$ cat config.mk
export PLATFORM = sky130hd
export DESIGN_NAME = cta_channel
export DESIGN_NICKNAME = d
export VERILOG_FILES = /design/src/hw/cta_channel.v /design/src/hw/cta_cycle_timer.v /design/src/hw/cta_word_store.v
export VERILOG_INCLUDE_DIRS = /design/src /design/src/hw
export SDC_FILE = /design/constraint.sdc
export NUM_CORES = 1
export LEC_CHECK = 0
export BUFFER_PORTS_ARGS = -buffer_cell sky130_fd_sc_hd__buf_2
export CAP_MARGIN = 5
export CORE_ASPECT_RATIO = 1.2
export CORE_MARGIN = 4
export CORE_UTILIZATION = 56
export DETAILED_ROUTE_END_ITERATION = 10
export GPL_TIMING_DRIVEN = 0
export PLACE_DENSITY_LB_ADDON = 0.2
export SETUP_SLACK_MARGIN = 0.2
export SKIP_LAST_GASP = 1
export SYNTH_ARGS = -nofsm -noshare
export SYNTH_HDL_FRONTEND = slang
export SYNTH_HIERARCHICAL = 1
export SYNTH_SLANG_ARGS = --single-unit
$ cat constraint.sdc
create_clock -name sys_clk -period 3.8 [get_ports sys_clk]
set_input_delay 0.38 -clock sys_clk [delete_from_list [all_inputs] [get_ports sys_clk]]
set_output_delay 0.38 -clock sys_clk [all_outputs]
set_load 0.02 [all_outputs]
$ cat src/hw/cta_regs.vh
// Register offsets, field positions and timing counts for the channel block
`ifndef CTA_REGS_VH
`define CTA_REGS_VH
// Wishbone word offsets (byte addresses)
`define CTA_OFS_CMD      8'h00
`define CTA_OFS_STATUS   8'h04
`define CTA_OFS_ASSEMBLY 8'h08
`define CTA_OFS_MODE     8'h0c
`define CTA_OFS_ADDR     8'h10
`define CTA_OFS_START    8'h14
`define CTA_OFS_TRAPLOC  8'h18
// Command codes in CMD[3:0]
`define CTA_OP_TRAP_WAIT 4'h1
`define CTA_OP_WAIT_XFER 4'h2
`define CTA_OP_LOAD_ASM  4'h3
`define CTA_OP_STORE_ASM 4'h4
`define CTA_OP_SET_MODE  4'h5
// CMD fields: bit 4 indirect, address in bits 30:16, mode bits 22:16
`define CTA_CMD_IND_BIT  4
`define CTA_CMD_ADR_LSB  16
// Status bits
`define CTA_ST_WAIT      0
`define CTA_ST_BUSY      1
`define CTA_ST_TRAP_REQ  2
`define CTA_ST_INT_BLOCK 3
`define CTA_ST_INT_PEND  4
`define CTA_ST_WRITE     5
`define CTA_ST_READ      6
`define CTA_ST_TRAP_EN   7
// Timing marks within a twelve-pulse machine cycle
`define CTA_CYC_LEN      4'hc
`define CTA_T_LOAD       4'h7
`define CTA_T_ZERO       4'h0
`define CTA_T_DEMAND     4'h8
`define CTA_T_EARLY      4'h2
`define CTA_T_STROBE     4'h7
`define CTA_T_LATE       4'ha
// Trap location base for channel 0 (octal 12), step of two
`define CTA_TRAP_BASE    15'h000a
`define CTA_MODE_RESET   7'h00
`endif

$ cat src/hw/cta_channel.v
// Channel trap, assembly load/store and set-mode command interpreter
// Behaviour
// - Trap command enters wait, requests trap if enabled
// - Trap address, or indirect Y, loads address counter
// - Trap decode holds interrupt request reset
// - Blocked interrupts saved, raised on resume
// - Enabled channel drives remote trap to lower
// - Priority won sets trigger, demand at 8
// - Trap signal returns trap address gate on the next clock
// - Late store-trap resets sync and priority triggers
// - Start during pending trap is dropped, not queued
// - Disabled trap acts as wait; start resumes
// - Load assembly replaces register from location Y
// - Fetch loads registers at 7, decode at 0
// - Load gate clears at the 7-time data strobe
// - Load execute resets assembly, sets load gate, write status, request
// - Data cycle waits for priority grant
// - Load cycle: address out, data strobed at 7
// - Store gate, read status, request, reset data
// - Store: address out, data loaded, store control
// - Data written to store, channel returns to idle
// - Set mode bits 29-32 set mode triggers
// - Bits 33-35 too; resets clear all triggers
`timescale 1ns/1ps
module cta_channel #(
  parameter AW      = 4,
  parameter CHAN_ID = 3'h0
) (
  // Clock and reset
  input  wire        sys_clk,
  input  wire        srst,
  // Wishbone slave
  input  wire        wb_cyc_i,
  input  wire        wb_stb_i,
  input  wire        wb_we_i,
  input  wire [7:0]  wb_adr_i,
  input  wire [3:0]  wb_sel_i,
  input  wire [31:0] wb_dat_i,
  output reg  [31:0] wb_dat_o,
  output reg         wb_ack_o,
  // Multiplexor side
  input  wire        higher_trap_req,
  input  wire        data_cycle_grant,
  input  wire        chan_trap,
  input  wire        str_late,
  input  wire        int_cond,
  output reg         remote_trap_out,
  output reg         trap_demand,
  output reg         trap_addr_gate,
  output reg         store_control,
  output reg         data_cycle_req,
  output reg         int_request,
  output reg  [14:0] mem_addr
);
`include "cta_regs.vh"
  localparam S_IDLE  = 3'h0;
  localparam S_FETCH = 3'h1;
  localparam S_CCC   = 3'h2;
  localparam S_CMMD  = 3'h3;
  localparam S_DATA  = 3'h4;
  localparam S_WAIT  = 3'h5;

  wire [3:0] tp;
  wire       cyc_go;
  cta_cycle_timer u_tim (
    .sys_clk   (sys_clk),
    .srst      (srst),
    .tpulse    (tp),
    .cyc_start (cyc_go)
  );

  reg  [2:0]  state;
  reg  [31:0] cmd_word;
  reg  [3:0]  op_reg;
  reg         op_active;
  reg  [14:0] addr_cnt;
  reg  [17:0] word_cnt;
  reg  [35:0] asm_reg;
  reg  [35:0] data_reg;
  reg  [6:0]  mode_trig;
  reg         trap_en;
  reg         wait_st;
  reg         load_gate;
  reg         store_gate;
  reg         write_st;
  reg         read_st;
  reg         trap_sync;
  reg         trap_pri;
  reg         int_block;
  reg         int_pend;
  reg         start_pend;
  reg         fetch_ld;
  reg         fetch_go;
  reg         mem_we;
  reg  [35:0] mem_wdata;
  wire [35:0] mem_rdata;
  reg  [AW-1:0] mem_raddr;

  cta_word_store #(.AW(AW), .DW(36)) u_mem (
    .sys_clk (sys_clk),
    .we      (mem_we),
    .waddr   (addr_cnt[AW-1:0]),
    .wdata   (mem_wdata),
    .raddr   (mem_raddr),
    .rdata   (mem_rdata)
  );

  wire wb_req  = wb_cyc_i & wb_stb_i & ~wb_ack_o;
  wire wb_wr   = wb_req & wb_we_i;
  wire is_trap = (op_reg == `CTA_OP_TRAP_WAIT);
  wire indirect = cmd_word[`CTA_CMD_IND_BIT];
  wire [14:0] cmd_adr = cmd_word[`CTA_CMD_ADR_LSB+14:`CTA_CMD_ADR_LSB];
  wire trap_busy = trap_sync | trap_pri;
  // Busy means a command in flight; a parked channel reads as not busy
  wire chan_busy = (state != S_IDLE) && (state != S_WAIT);
  wire [14:0] trap_loc = `CTA_TRAP_BASE + {11'h000, CHAN_ID, 1'b0};

  // Wishbone: one-cycle ack, unmapped reads return zero
  always @(posedge sys_clk) begin
    if (srst) begin
      wb_ack_o <= 1'b0;
      wb_dat_o <= 32'h00000000;
    end else begin
      wb_ack_o <= wb_req;
      wb_dat_o <= 32'h00000000;
      if (wb_req && !wb_we_i) begin
        if (wb_adr_i == `CTA_OFS_STATUS) begin
          wb_dat_o <= {24'h000000, trap_en, read_st, write_st, int_pend,
                       int_block, trap_busy, chan_busy, wait_st};
        end else if (wb_adr_i == `CTA_OFS_ASSEMBLY) begin
          wb_dat_o <= asm_reg[31:0];
        end else if (wb_adr_i == `CTA_OFS_MODE) begin
          wb_dat_o <= {25'h0000000, mode_trig};
        end else if (wb_adr_i == `CTA_OFS_ADDR) begin
          wb_dat_o <= {17'h00000, addr_cnt};
        end else if (wb_adr_i == `CTA_OFS_CMD) begin
          wb_dat_o <= cmd_word;
        end else if (wb_adr_i == `CTA_OFS_TRAPLOC) begin
          wb_dat_o <= {17'h00000, trap_loc};
        end
      end
    end
  end

  always @(posedge sys_clk) begin
    if (srst) begin
      state          <= S_WAIT;
      cmd_word       <= 32'h00000000;
      op_reg         <= 4'h0;
      op_active      <= 1'b0;
      addr_cnt       <= 15'h0000;
      word_cnt       <= 18'h00000;
      asm_reg        <= 36'h000000000;
      data_reg       <= 36'h000000000;
      mode_trig      <= `CTA_MODE_RESET;
      trap_en        <= 1'b0;
      wait_st        <= 1'b1;
      load_gate      <= 1'b0;
      store_gate     <= 1'b0;
      write_st       <= 1'b0;
      read_st        <= 1'b0;
      trap_sync      <= 1'b0;
      trap_pri       <= 1'b0;
      int_block      <= 1'b0;
      int_pend       <= 1'b0;
      start_pend     <= 1'b0;
      fetch_ld       <= 1'b0;
      fetch_go       <= 1'b0;
      mem_we         <= 1'b0;
      mem_wdata      <= 36'h000000000;
      mem_raddr      <= {AW{1'b0}};
      remote_trap_out <= 1'b0;
      trap_demand    <= 1'b0;
      trap_addr_gate <= 1'b0;
      store_control  <= 1'b0;
      data_cycle_req <= 1'b0;
      int_request    <= 1'b0;
      mem_addr       <= 15'h0000;
    end else begin
      mem_we        <= 1'b0;
      store_control <= 1'b0;
      // Software writes: command, trap enable, start
      if (wb_wr && wb_adr_i == `CTA_OFS_CMD && wb_sel_i == 4'hf) begin
        cmd_word <= wb_dat_i;
        fetch_go <= 1'b1;
      end else if (wb_wr && wb_adr_i == `CTA_OFS_STATUS && wb_sel_i[0]) begin
        trap_en <= wb_dat_i[`CTA_ST_TRAP_EN];
      end else if (wb_wr && wb_adr_i == `CTA_OFS_ASSEMBLY
                   && wb_sel_i == 4'hf) begin
        mem_wdata <= {4'h0, wb_dat_i};
        mem_we    <= 1'b1;
      end
      if (wb_wr && wb_adr_i == `CTA_OFS_START) begin
        if (trap_busy) begin
          // Dropped, not queued, so it cannot resume the channel later
          start_pend <= 1'b0;
        end else begin
          start_pend <= 1'b1;
        end
      end
      // Saved interrupt condition; set wins over clear
      if (int_cond) begin
        int_pend <= 1'b1;
      end else if (!int_block && int_pend && !int_request) begin
        int_pend <= 1'b0;
      end
      // Interrupt request held reset while trap command blocks
      if (int_block) begin
        int_request <= 1'b0;
      end else if (int_pend) begin
        int_request <= 1'b1;
      end else begin
        int_request <= 1'b0;
      end
      // Trap priority: enabled request drives lower channels
      remote_trap_out <= trap_sync & trap_en;
      if (trap_sync && trap_en && !higher_trap_req
          && tp == `CTA_T_DEMAND) begin
        trap_pri    <= 1'b1;
        trap_demand <= 1'b1;
      end
      if (chan_trap && trap_pri) begin
        trap_addr_gate <= 1'b1;
        trap_demand    <= 1'b0;
      end
      if (str_late) begin
        trap_sync      <= 1'b0;
        trap_pri       <= 1'b0;
        trap_addr_gate <= 1'b0;
        trap_demand    <= 1'b0;
      end
      case (state)
        S_WAIT: begin
          // Start, once the trap is served, clears wait and blocking, then resumes
          if (start_pend && !trap_busy) begin
            start_pend <= 1'b0;
            wait_st    <= 1'b0;
            int_block  <= 1'b0;
            // Re-running the parked trap command would trap again
            state      <= fetch_go ? S_FETCH : S_IDLE;
            fetch_go   <= 1'b0;
          end else if (fetch_go) begin
            fetch_go <= 1'b0;
            wait_st  <= 1'b0;
            state    <= S_FETCH;
          end
        end
        S_IDLE: begin
          if (fetch_go) begin
            fetch_go <= 1'b0;
            state    <= S_FETCH;
          end
        end
        S_FETCH: begin
          // Decode only after a 7-time load in this fetch; a mid-cycle
          // entry would otherwise decode the previous operation
          mem_raddr <= cmd_adr[AW-1:0];
          if (tp == `CTA_T_LOAD) begin
            op_reg   <= cmd_word[3:0];
            word_cnt <= {14'h0000, cmd_word[11:8]};
            addr_cnt <= cmd_adr;
            fetch_ld <= 1'b1;
          end else if (tp == `CTA_T_ZERO && cyc_go && fetch_ld) begin
            fetch_ld  <= 1'b0;
            op_active <= 1'b1;
            state     <= S_CCC;
          end
        end
        S_CCC: begin
          if (op_active && is_trap) begin
            int_block <= 1'b1;
          end
          if (indirect && tp == `CTA_T_LOAD) begin
            addr_cnt <= mem_rdata[14:0];
            word_cnt <= mem_rdata[35:18];
          end
          if (cyc_go) begin
            state <= S_CMMD;
          end
        end
        S_CMMD: begin
          if (op_reg == `CTA_OP_TRAP_WAIT || op_reg == `CTA_OP_WAIT_XFER) begin
            wait_st   <= 1'b1;
            trap_sync <= is_trap & trap_en;
            op_active <= 1'b0;
            state     <= S_WAIT;
          end else if (op_reg == `CTA_OP_LOAD_ASM) begin
            load_gate      <= 1'b1;
            asm_reg        <= 36'h000000000;
            write_st       <= 1'b1;
            data_cycle_req <= 1'b1;
            mem_raddr      <= addr_cnt[AW-1:0];
            state          <= S_DATA;
          end else if (op_reg == `CTA_OP_STORE_ASM) begin
            store_gate     <= 1'b1;
            read_st        <= 1'b1;
            data_cycle_req <= 1'b1;
            data_reg       <= 36'h000000000;
            state          <= S_DATA;
          end else if (op_reg == `CTA_OP_SET_MODE) begin
            mode_trig <= addr_cnt[6:0];
            op_active <= 1'b0;
            state     <= S_IDLE;
          end else begin
            op_active <= 1'b0;
            state     <= S_IDLE;
          end
        end
        S_DATA: begin
          // Data cycle runs only once priority is granted
          if (data_cycle_req && data_cycle_grant) begin
            data_cycle_req <= 1'b0;
            mem_addr       <= addr_cnt;
            if (store_gate) begin
              data_reg      <= asm_reg;
              store_control <= 1'b1;
            end
          end else if (!data_cycle_req && load_gate) begin
            if (tp == `CTA_T_EARLY) begin
              data_reg <= 36'h000000000;
            end else if (tp == `CTA_T_STROBE) begin
              data_reg <= mem_rdata;
              asm_reg  <= mem_rdata;
              load_gate <= 1'b0;
              write_st  <= 1'b0;
              op_active <= 1'b0;
              state     <= S_IDLE;
            end
          end else if (!data_cycle_req && store_gate) begin
            mem_wdata  <= data_reg;
            mem_we     <= 1'b1;
            store_gate <= 1'b0;
            read_st    <= 1'b0;
            op_active  <= 1'b0;
            state      <= S_IDLE;
          end
        end
        default: begin
          state <= S_IDLE;
        end
      endcase
    end
  end
endmodule // cta_channel

$ cat src/hw/cta_cycle_timer.v
// Machine cycle time-pulse generator
`timescale 1ns/1ps
module cta_cycle_timer (
  // Clock and reset
  input  wire       sys_clk,
  input  wire       srst,
  // Time pulse index and cycle start strobe
  output reg  [3:0] tpulse,
  output reg        cyc_start
);
`include "cta_regs.vh"
  always @(posedge sys_clk) begin
    if (srst) begin
      tpulse    <= 4'h0;
      cyc_start <= 1'b0;
    end else begin
      if (tpulse == `CTA_CYC_LEN - 4'h1) begin
        tpulse    <= 4'h0;
        cyc_start <= 1'b1;
      end else begin
        tpulse    <= tpulse + 4'h1;
        cyc_start <= 1'b0;
      end
    end
  end
endmodule // cta_cycle_timer

$ cat src/hw/cta_word_store.v
// Small core-storage model word memory with registered read data
`timescale 1ns/1ps
module cta_word_store #(
  parameter AW = 4,
  parameter DW = 36
) (
  // Clock
  input  wire          sys_clk,
  // Write port
  input  wire          we,
  input  wire [AW-1:0] waddr,
  input  wire [DW-1:0] wdata,
  // Read port
  input  wire [AW-1:0] raddr,
  output reg  [DW-1:0] rdata
);
  reg [DW-1:0] mem [0:(1<<AW)-1];
  always @(posedge sys_clk) begin
    if (we) begin
      mem[waddr] <= wdata;
    end
    rdata <= mem[raddr];
  end
endmodule // cta_word_store

---- Word-level counts from Yosys, hierarchy flattened ----
Memories as Yosys holds them, arrays and structs flattened. A register that Yosys moved wholly into a read port is not among the register bits.
Cells that the tools add are included.
cells by class
  add/subtract/negate cells ............... 1
  multiply operators ...................... 0
  div/mod/pow operators ................... 0
  $lt $le $gt $ge ......................... 0
  equality and inequality tests ........... 51
  shifts and indexed selects .............. 0
  mux-type cells .......................... 109
  bitwise logic cells ..................... 14
  reduce and logical (&&, ||, !) cells .... 64
operators with widths
  kind                  number
  $mux W36              20
  $pmux W36 S2          2
  $mux W32              4
  $mux W1               54
  $mux W3               13
  $ne A2 B2 Y1 const B  18
  $mux W15              2
  $ne A3 B3 Y1 const B  10
  $pmux W15 S2          1
  $reduce_and A7 Y1     4
  $eq A8 B5 Y1 const B  3
  $logic_and A1 B1 Y1   23
  $pmux W3 S6           1
  $eq A8 B4 Y1 const B  2
  $reduce_bool A2 Y1    7
  $eq A4 B2 Y1 const B  3
  $eq A4 B3 Y1 const B  3
  $eq A4 B4 Y1 const B  3
  $mux W4               3
  $pmux W1 S2           6
  $reduce_and A3 Y1     4
  $reduce_and A9 Y1     1
  $reduce_or A3 Y1      3
  $eq A8 B3 Y1 const B  1
  other kinds (23)      48
storage, ports and cells
  bits in registers ....................... 245
  bits in latches ......................... 0
  memory bits (writable) .................. 576
  ROM bits ................................ 0
  input port bits ......................... 54
  output and inout port bits .............. 54
  logic and storage cells ................. 274
  memories kept ........................... 1
memory list
  name       words  width  rd ports  clocked after Yosys merged registers in  write ports  RTL line             source
  u_mem.mem  16     36     1         1                                        1            cta_word_store.v:17  reg [DW-1:0] mem [0:(1<<AW)-1];

---- Logic depth before layout (Yosys ltp) ----
Gate-level depths: netlist (run 1).
  depth after elaboration ................. 12
  mapped depth ............................ 8
  mapped depth without buffers ............ 4

---- Hierarchy ----
The synthesis (run 1) kept the hierarchy.
modules (own cells, without submodules)
  module           instances  cells each  area each (µm²)  sequential area each (µm²)
  cta_word_store   1          938         22318.9          18017.3
  cta_channel      1          1218        10542.6          4804.6
  cta_cycle_timer  1          19          196.4            100.1

---- Worst setup path after synthesis (run 1) ----
Ideal clock, no wire load.
  path type ............................... flip-flop to flip-flop
  start point ............................. register addr_cnt[2]
  end point ............................... memory u_mem.mem[0][0], enable pin
  setup time .............................. 474 ps
  arrival time ............................ 3346 ps
  data required time ...................... 3326 ps
  setup slack ............................. -20 ps
  cell stages (with the launch flop) ...... 3
  path buffers ............................ 0
  period minus slack after synthesis ...... 3820 ps
  path through ............................ dfxtp_1 > or3b_2 > nor3_1
RTL lines
  what                    RTL line             source
  start, declared         cta_channel.v:76     reg [14:0] addr_cnt;
  start signal, assigned  cta_channel.v:261    addr_cnt <= cmd_adr;
  start signal, assigned  cta_channel.v:274    addr_cnt <= mem_rdata[14:0];
  end, declared           cta_word_store.v:17
Straight into the memory's write port.

---- Worst setup path in the final report (run 1) ----
  start point ............................. input srst
  end point ............................... register mem_we
RTL lines
  what                  RTL line           source
  start, declared       cta_channel.v:31   input wire srst,
  end signal, assigned  cta_channel.v:169  mem_we <= 1'b0;
  end signal, assigned  cta_channel.v:180  mem_we <= 1'b0;
  end signal, assigned  cta_channel.v:191  mem_we <= 1'b1;
  end, declared         cta_channel.v:94   reg mem_we;
No word-level cell between the ends.

==> reports/qor.yml, run 1 <==
pwr:
  switchingPower_mw: 4.86
  pwr-share-seq: 0.482
  leakage_nw: 10.7
  power_density_nw_per_um2: 550
  p_int_mw: 14.1
  pwr-share-comb: 0.131
  swShare: 0.256
  clkPwrFrac: 0.386
  peakVddDrop_mv: 0.323
  power_mw: 19.0
sta:
  fin_ws_ps: 928
  max_freq_mhz: 348
  worst_slew_pin_slew_ps: 1020
  maxSlewViolCount: 0
  post-route-period-util: 0.756
  relSlewSlack: 0.318
  hold_viol: 0
  setup_viol: 0
  setup_tns_ps: 0
  rsz0062_at_grt: "no"
  skew_ps: 16.7
  min_period_ps: 2870
die:
  die_y_um: 262
  fp.dieArea_um2: 57700
  coreArea_um2: 53000
  rows: 92
  pin_count: 108
  die_w_um: 220
  initial_utilization: 0.570
global_routing:
  track_usage: 0.281
  grt_pass1_wl_um: 121000
  grt_antenna_before_repair: 0
  grt_max_degree: 26
  grt_pass1_vias: 19400
  grt-ovfl-total: 0
clock_network:
  cts_tree: "done"
  clk_pin_slew_ps: 60
  cts_setup_buffers: 0
  root_buffer: "clkbuf_16"
  htree_levels: 3
  clk_path_buf_depth: 3
  cts.sinks: 777
  clk_latency_ps: 620
  cts_buffers: 73
setup_path:
  critPathArrivalTime_ps: 3300
  cp_common_cell: "clkbuf_1"
  startpoint_type: "input pin"
  crit_chain: "dlygate4sd3_1, buf_2, clkbuf_1, clkbuf_1, buf_1, nor2_1"
  r2r_cells: 6
  path_max_fanout: 10
  crit_path_max_incr_delay_ps: 690
  criticalPathCategory: "input pin to flip-flop"
  setup.worst_path.end_class: "flip-flop"
  cp.required_ps: 4230
  cp_slowest_cell: "buf_1"
placement:
  dpl.hpwl_um: 57900
  place_inst: 2867
  pre_cts_ws_ps: 867
  port_buffers: 105
  routabilityCongestion: 0.986
finish:
  finalNetCount: 2296
  regArea_um2: 20700
  largest_register_ffs: 512
  n_antenna_cell: 0
  max_flop_register: "u_mem/mem"
  fillCellCount: 3681
  multi_input_area_um2: 8770
  stdcell_count: 3002
  area_delta_synth_final_pct: 14.6
  drive_gt1_frac: 0.212
detailed_routing:
  antenna_left: 0
  firstDrtPassIters: 6
  drc: 0
  wl_per_cell_um: 27.2
  vias_per_cell: 6.35
  drtIter0Drc: 1806
  vias: 19100
  routed_wl_um: 81500
synth:
  syn_area_per_cell_um2: 14.9
  syn_area_um2: 30200
  syn-num-nets: 2085
  ys_warn_count: 6
  syn_inst: 2030
run:
  maxCapViolations: 0
hold_path:
  hold_path_depth: 3
  hp-class: "input pin to flip-flop"
outcome:
  status: "completed"
## worst paths after layout
check               startpoint            to  slack (ps)
hold / removal    wb_dat_i[27]  cmd_word[27]          30
hold reg to reg    mem_addr[4]   mem_addr[4]         450
setup reg to reg      state[1]  data_reg[15]        1050
setup / recovery          srst        mem_we         930
## power by group through the flow
stage | combinational [mW] | clock, mW | sequential, mW
4_1_cts | 2.48 | 7.43 | 9.16
5_1_grt | 2.66 | 7.76 | 9.17
3_3_place_gp | 2.42 | 0 | 9.34
2_1_floorplan | 1.66 | 0 | 9.29
6_report | 2.49 | 7.34 | 9.17
3_5_place_dp | 2.46 | 0 | 9.34
## worst max-delay path: cells and delay by family
family                 cells  cell delay (ps)
buffers and inverters      5             2620
AND/OR/NAND/NOR            1              280
## placed cells by master, fill, tap and decap left out, types with 11 or more instances in the layout
master,n
a211oi_1,83
a21oi_1,120
a22oi_1,96
a32oi_1,19
buf_12,11
buf_2,145
buf_6,21
clkbuf_1,119
clkbuf_16,75
clkinv_2,14
dfxtp_1,265
edfxtp_1,512
mux2i_1,34
mux4_2,128
nand2_1,179
nand2b_1,13
nand3_1,70
nand3b_1,16
nand4_1,34
nor2_1,82
nor2_4,12
nor3_1,11
o211ai_2,30
o21ai_0,47
## what timing repair did
action	in CTS	in global routing
hold endpoints to repair	7	0
resized for setup	0	0
hold buffers	4	0
## metrics by stage
stage	hold slack (ps)	util	instance area, µm²
6_report	26.4	0.653	34600
5_1_grt	29.4	0.653	34600
4_1_cts	8.05	0.653	34600
2_1_floorplan	426	-	30200
3_3_place_gp	443	0.596	31600
3_5_place_dp	449	0.607	32100
## layer usage
metal	track usage	share of wire
met2	0.474	0.50
met4	0.159	0.063
met1	0.345	0.37
met5	0	0
met3	0.0444	0.070
## area by class of cell
type | count | share of cell area
inverter | 6 | 0.000652
clock inverter | 37 | 0.0107
buffer | 169 | 0.0231
timing repair buffer | 136 | 0.0293
multi-input combinational | 1078 | 0.254
clock buffer | 94 | 0.0587
tap | 705 | 0.0255
sequential | 777 | 0.598
No activity file was read; power rests on OpenSTA's default activity.
==> run 2, diff against run 1 <==
==> constraint.sdc (replaced) <==
create_clock -name sys_clk -period 2.4 [get_ports sys_clk]
set_input_delay 0.24 -clock sys_clk [delete_from_list [all_inputs] [get_ports sys_clk]]
set_output_delay 0.24 -clock sys_clk [all_outputs]
set_load 0.02 [all_outputs]
==> reports/qor.yml, run 2 (synthesis gave the netlist of run 1 again) <==
setup_path:
  setup.worst_path.end_class: "flip-flop"
  crit_path_max_incr_delay_ps: 600  # -90 ps
  cp_slowest_cell: "dfxtp_1"
  critPathArrivalTime_ps: 2500  # -800 ps
  cp.required_ps: 2690  # -1540 ps
  criticalPathCategory: "flip-flop to flip-flop"
  path_max_fanout: 23  # +13
  crit_chain: "nand3b_1, nor2_4, buf_12"
  startpoint_type: "flip-flop"
  critical_path_buf_inv_count: 1  # -4
  crit_family: "simple AND/OR/NAND/NOR gates"
finish:
  largest_register_ffs: 512  # unchanged
  stdcell_count: 3055  # +1.8%
  layout_commonest_cell: "edfxtp_1"
  drive_gt1_frac: 0.232  # +0.0191
  fillCellCount: 3657  # -0.65%
  utilization: 0.667  # +0.0147
  most-common-layout-cells: "edfxtp_1 (512), dfxtp_1 (260), nand2_1 (179)"
  finalNetCount: 2347  # +2.2%
  fin_area_um2: 35300  # +2.3%
  area_delta_synth_final_pct: 17.2
  max_flop_register: "u_mem/mem"
detailed_routing:
  vias: 19400  # +1.6%
  drtIter0Drc: 1904  # +5.4%
  drc: 0  # unchanged
  vias_per_cell: 6.34  # -0.19%
  routed_wl_um: 81600  # +0.11%
  firstDrtPassIters: 7  # +1
  antenna_left: 0  # unchanged
  wl_per_cell_um: 26.7  # -1.6%
sta:
  relSlewSlack: 0.390  # +0.0718
  min_period_ps: 2210
  post-route-period-util: 0.921
  holdWs_ps: 92.8  # +66.3 ps
  worst_slew_pin_slew_ps: 915  # -108 ps
  setup_viol: 0  # unchanged
  hold_viol: 0  # unchanged
  fin_ws_ps: 189  # -740 ps
  setup_tns_ps: 0  # unchanged
  skew_ps: 13.2  # -3.52 ps
  maxSlewViolCount: 0  # unchanged
  rsz0062_at_grt: "yes"
  max_freq_mhz: 452
pwr:
  leakage_nw: 11.0  # +3.3%
  pwr-share-comb: 0.133  # +0.002
  pwr-share-seq: 0.479  # -0.003
  p_int_mw: 22.8  # +61%
  power_mw: 30.3  # +60%
  clkPwrFrac: 0.388  # +0.002
  switchingPower_mw: 7.55  # +55%
  power_density_nw_per_um2: 859  # +56%
  swShare: 0.249  # -0.00716
  peakVddDrop_mv: 0.511  # +58%
clock_network:
  clk_latency_ps: 610  # about the same
  clk_path_buf_depth: 3  # unchanged
  clk_pin_slew_ps: 70  # about the same
  cts.sinks: 777  # unchanged
  cts_tree: "done"
  cts_buffers: 73  # unchanged
  htree_levels: 3  # unchanged
  root_buffer: "clkbuf_16"
placement:
  pre_cts_ws_ps: -371  # -1240 ps
  dpl_cell_area_um2: 32100  # about the same
  port_buffers: 105  # unchanged
  routabilityCongestion: 1.01  # +2.6%
  place_inst: 2860  # -0.24%
  dpl.hpwl_um: 57100  # -1.4%
die:
  fp.dieArea_um2: 57700  # unchanged
  initial_utilization: 0.570  # unchanged
  rows: 92  # unchanged
  coreArea_um2: 53000  # unchanged
  pin_count: 108  # unchanged
  die_w_um: 220  # unchanged
  die_y_um: 262  # unchanged
global_routing:
  grt_pass1_wl_um: 121000  # +0.65%
  grt_max_degree: 25  # -3.8%
  grt-ovfl-total: 0  # unchanged
  track_usage: 0.282  # +0.000570
  grt_pass1_vias: 19900  # +2.5%
  grt_antenna_before_repair: 0  # unchanged
hold_path:
  hp-class: "input pin to flip-flop"
outcome:
  status: "completed"
run:
  maxCapViolations: 0  # unchanged
## run 2: changes by cell type in the layout (fill, tap and decap cells not counted), sizes merged
cell | before | now
dlygate4sd3 | 4 | 41
clkbuf | 202 | 217
clkinv | 27 | 14
buf | 193 | 204
clkinvlp | 1 | 3
bufinv | 6 | 7
diode | 0 | 1
inv | 9 | 8
## run 2: final cells by class
type                            instances  area [µm²]  area share
Sequential cell                       777       20700       0.585
Multi-Input combinational cell       1078        8870       0.251
Clock buffer                          106        2140      0.0604
Timing Repair Buffer                  188        1550      0.0438
Tap cell                              705         882      0.0250
Buffer                                168         871      0.0246
Clock inverter                         26         325     0.00920
Inverter                                6        22.5    0.000637
Antenna cell                            1        2.50   0.0000708
## run 2: worst paths after layout
kind                     from                to  slack (ps)  cells past startpoint
setup / recovery  addr_cnt[2]  u_mem/mem[5][12]         190                      3
hold / removal    wb_adr_i[1]       wb_dat_o[4]          90                      4
setup reg to reg  addr_cnt[2]  u_mem/mem[5][12]         190                      3
hold reg to reg   mem_addr[6]       mem_addr[6]         450                      2
## run 2: what timing repair did
| action | in CTS | in global routing |
|---|---|---|
| endpoints found under the setup margin | 559 | 204 |
| hold buffers | 41 | 0 |
| gates resized for setup | 34 | 48 |
| buffers inserted | 18 | 4 |
| endpoints found under the hold margin | 70 | 0 |
| pin swaps | 9 | 4 |
## run 2: power by group through the flow
stage	clock, mW	combinational [mW]	sequential [mW]
3_3_place_gp	0	3.83	14.8
2_1_floorplan	0	2.62	14.7
4_1_cts	11.9	3.99	14.5
6_report	11.8	4.05	14.5
3_5_place_dp	0	3.88	14.8
5_1_grt	12.5	4.30	14.5
## run 2: worst register-to-register path: stages (launching register included)
cell      delay (ps)
dfxtp_1          600
nand3b_1         450
nor2_4           560
buf_12           280
## run 2: per-layer routing
layer	global-route usage	vias to the layer above	routed length (µm)
met4	0.160	0	4830
met1	0.342	9713	29600
met3	0.0440	234	5760
met5	0	-	0
met2	0.479	959	41400
li1	-	8464	-
==> run 3, diff against run 2 <==
--- a/config.mk
+++ b/config.mk
@@ -7,13 +7,13 @@
 export NUM_CORES = 1
 export LEC_CHECK = 0
 export BUFFER_PORTS_ARGS = -buffer_cell sky130_fd_sc_hd__buf_2
-export CAP_MARGIN = 5
+export CAP_MARGIN = 20
 export CORE_ASPECT_RATIO = 1.2
 export CORE_MARGIN = 4
 export CORE_UTILIZATION = 56
 export DETAILED_ROUTE_END_ITERATION = 10
 export GPL_TIMING_DRIVEN = 0
-export PLACE_DENSITY_LB_ADDON = 0.2
+export PLACE_DENSITY = 0.79
 export SETUP_SLACK_MARGIN = 0.2
 export SKIP_LAST_GASP = 1
 export SYNTH_ARGS = -nofsm -noshare
==> reports/qor.yml, run 3 (synthesis gave the netlist of run 1 again) <==
clock_network:
  clk_pin_slew_ps: 60  # about the same
  cts.sinks: 777  # unchanged
  htree_levels: 3  # unchanged
  clk_path_buf_depth: 3  # unchanged
  root_buffer: "clkbuf_16"
  cts_buffers: 72  # -1.4%
  cts_tree: "done"
  clk_latency_ps: 620  # about the same
finish:
  stdcell_count: 3065  # +0.33%
  layout_commonest_cell: "edfxtp_1"
  most-common-layout-cells: "edfxtp_1 (512), dfxtp_1 (259), nand2_1 (179)"
  regArea_um2: 20700  # about the same
  area_delta_synth_final_pct: 17.2  # about the same
  fillCellCount: 3465  # -5.3%
  multi_input_area_um2: 8880  # about the same
  largest_register_ffs: 512  # unchanged
  max_flop_register: "u_mem/mem"
  n_antenna_cell: 0  # -1
  drive_gt1_frac: 0.235  # +0.00358
  finalNetCount: 2356  # +0.38%
pwr:
  power_mw: 30.2  # -0.51%
  pwr-share-seq: 0.481  # +0.002
  peakVddDrop_mv: 0.625  # +22%
  leakage_nw: 11.1  # +0.34%
  pwr-share-comb: 0.137  # +0.004
  power_density_nw_per_um2: 854  # -0.50%
  clkPwrFrac: 0.382  # -0.006
  switchingPower_mw: 7.82  # +3.6%
  p_int_mw: 22.4  # -1.9%
  swShare: 0.259  # +0.0102
detailed_routing:
  antenna_left: 0  # unchanged
  drc: 0  # unchanged
  wl_per_cell_um: 28.5  # +6.6%
  firstDrtPassIters: 7  # unchanged
  drtIter0Drc: 2096  # +10%
  routed_wl_um: 87300  # +6.9%
  vias_per_cell: 6.54  # +3.2%
  vias: 20100  # +3.6%
setup_path:
  crit_chain: "nor2b_1, buf_1, clkbuf_1, a22oi_1, nand2_1"
  crit_family: "buffers and inverters"
  critPathArrivalTime_ps: 2750  # +250 ps
  criticalPathCategory: "flip-flop to flip-flop"
  crit_start: "mem_raddr[2]"
  r2r_end: "u_mem/rdata[7]"
  worst-path-stages: 5  # +2
  r2r_cells: 5  # +2
  cp.required_ps: 2940  # +250 ps
  startpoint_type: "flip-flop"
  crit_path_max_incr_delay_ps: 560  # -40 ps
  cp_slowest_cell: "buf_1"
  path_max_fanout: 10  # -57%
  crit_path_end: "u_mem/rdata[7]"
  setup.worst_path.end_class: "flip-flop"
  r2r_start: "mem_raddr[2]"
  rrSetupSlack_ps: 190  # about the same
  critical_path_buf_inv_count: 2  # +1
die:
  die_w_um: 220  # unchanged
  die_y_um: 262  # unchanged
  pin_count: 108  # unchanged
  initial_utilization: 0.570  # unchanged
  fp.dieArea_um2: 57700  # unchanged
  coreArea_um2: 53000  # unchanged
  rows: 92  # unchanged
sta:
  rsz0062_at_grt: "yes"
  post-route-period-util: 0.920  # -0.00167
  holdWs_ps: 53.4  # -39.3 ps
  relSlewSlack: 0.357  # -0.0328
  hold_viol: 0  # unchanged
  setup_viol: 0  # unchanged
  maxSlewViolCount: 0  # unchanged
  fin_ws_ps: 193  # +4.02 ps
  skew_ps: 17.7  # +4.54 ps
  worst_slew_pin_slew_ps: 964  # +49.2 ps
  min_period_ps: 2210  # -4.02 ps
  max_freq_mhz: 453  # +0.18%
global_routing:
  grt_max_degree: 27  # +8.0%
  grt_pass1_vias: 20600  # +3.5%
  track_usage: 0.299  # +0.0174
  grt_pass1_wl_um: 128000  # +5.5%
  grt-ovfl-total: 0  # unchanged
  grt_antenna_before_repair: 0  # unchanged
placement:
  place_inst: 2860  # unchanged
  port_buffers: 105  # unchanged
  routabilityCongestion: 0.981  # -3.0%
  dpl.hpwl_um: 57700  # +1.0%
  pre_cts_ws_ps: -408  # -37.5 ps
hold_path:
  hp-class: "input pin to flip-flop"
outcome:
  status: "completed"
run:
  maxCapViolations: 0  # unchanged
run 3: cell types whose count changed in the layout (fill, tap and decap cells not counted), moves of 2 or more:
cell	before	now
buf_16	6	4
clkinvlp_4	3	1
buf_2	136	140
clkbuf_8	10	6
clkinv_1	5	15
clkinv_2	8	12
buf_4	29	32
clkbuf_1	98	90
clkbuf_16	77	74
clkbuf_4	6	8
clkinv_8	1	3
buf_12	16	18
run 3: worst min-delay path by stage:
stage / from / to / cells after the start
after detailed placement: mem_addr[4] / mem_addr[4] / 2
after floorplan: srst / u_tim/tpulse[3] / 1
after global routing: wb_we_i / wb_dat_o[3] / 4
final: wb_we_i / wb_dat_o[3] / 4
after CTS: wb_we_i / wb_dat_o[3] / 4
after global placement: mem_addr[0] / mem_addr[0] / 2
run 3: power by group through the flow:
| stage | clock [mW] | combinational, mW | sequential, mW |
|---|---|---|---|
| 5_1_grt | 12.2 | 4.35 | 14.5 |
| 6_report | 11.5 | 4.14 | 14.5 |
| 3_5_place_dp | 0 | 3.86 | 14.8 |
| 4_1_cts | 11.6 | 4.00 | 14.5 |
| 2_1_floorplan | 0 | 2.62 | 14.7 |
| 3_3_place_gp | 0 | 3.78 | 14.8 |
run 3: what timing repair did:
item / CTS / global route
pin swaps: 12 / 7
setup endpoints to repair: 575 / 258
endpoints found under the hold margin: 74 / 0
gates resized for setup: 34 / 53
hold buffers: 42 / 0
buffers inserted: 20 / 10
run 3: worst reg2reg max path, stage by stage (launching register included):
cell	delay (ps)
dfxtp_1	470
nor2b_1	170
buf_1	560
clkbuf_1	530
a22oi_1	230
nand2_1	170
run 3: layer usage:
layer	GRT usage	up-vias	routed length, µm
met5	0	-	0
li1	-	8485	-
met2	0.504	1318	43700
met4	0.199	0	6670
met1	0.351	9919	29400
met3	0.0504	336	7510
run 3: stage by stage:
stage | utilization | cell area [µm²] | setup TNS [ps]
floorplan | - | 30200 | -38640
global placement | 0.597 | 31600 | -493930
detailed placement | 0.606 | 32100 | -19170
CTS | 0.664 | 35200 | 0
global route | 0.667 | 35300 | 0
finish | 0.667 | 35300 | 0
run 3: final cells by class:
cell class	instances	area share
clock inverter	41	0.0112
inverter	6	0.000637
clock buffer	92	0.0560
buffer	169	0.0247
sequential	777	0.585
multi-input combinational	1078	0.251
timing repair buffer	197	0.0458
tap	705	0.0250
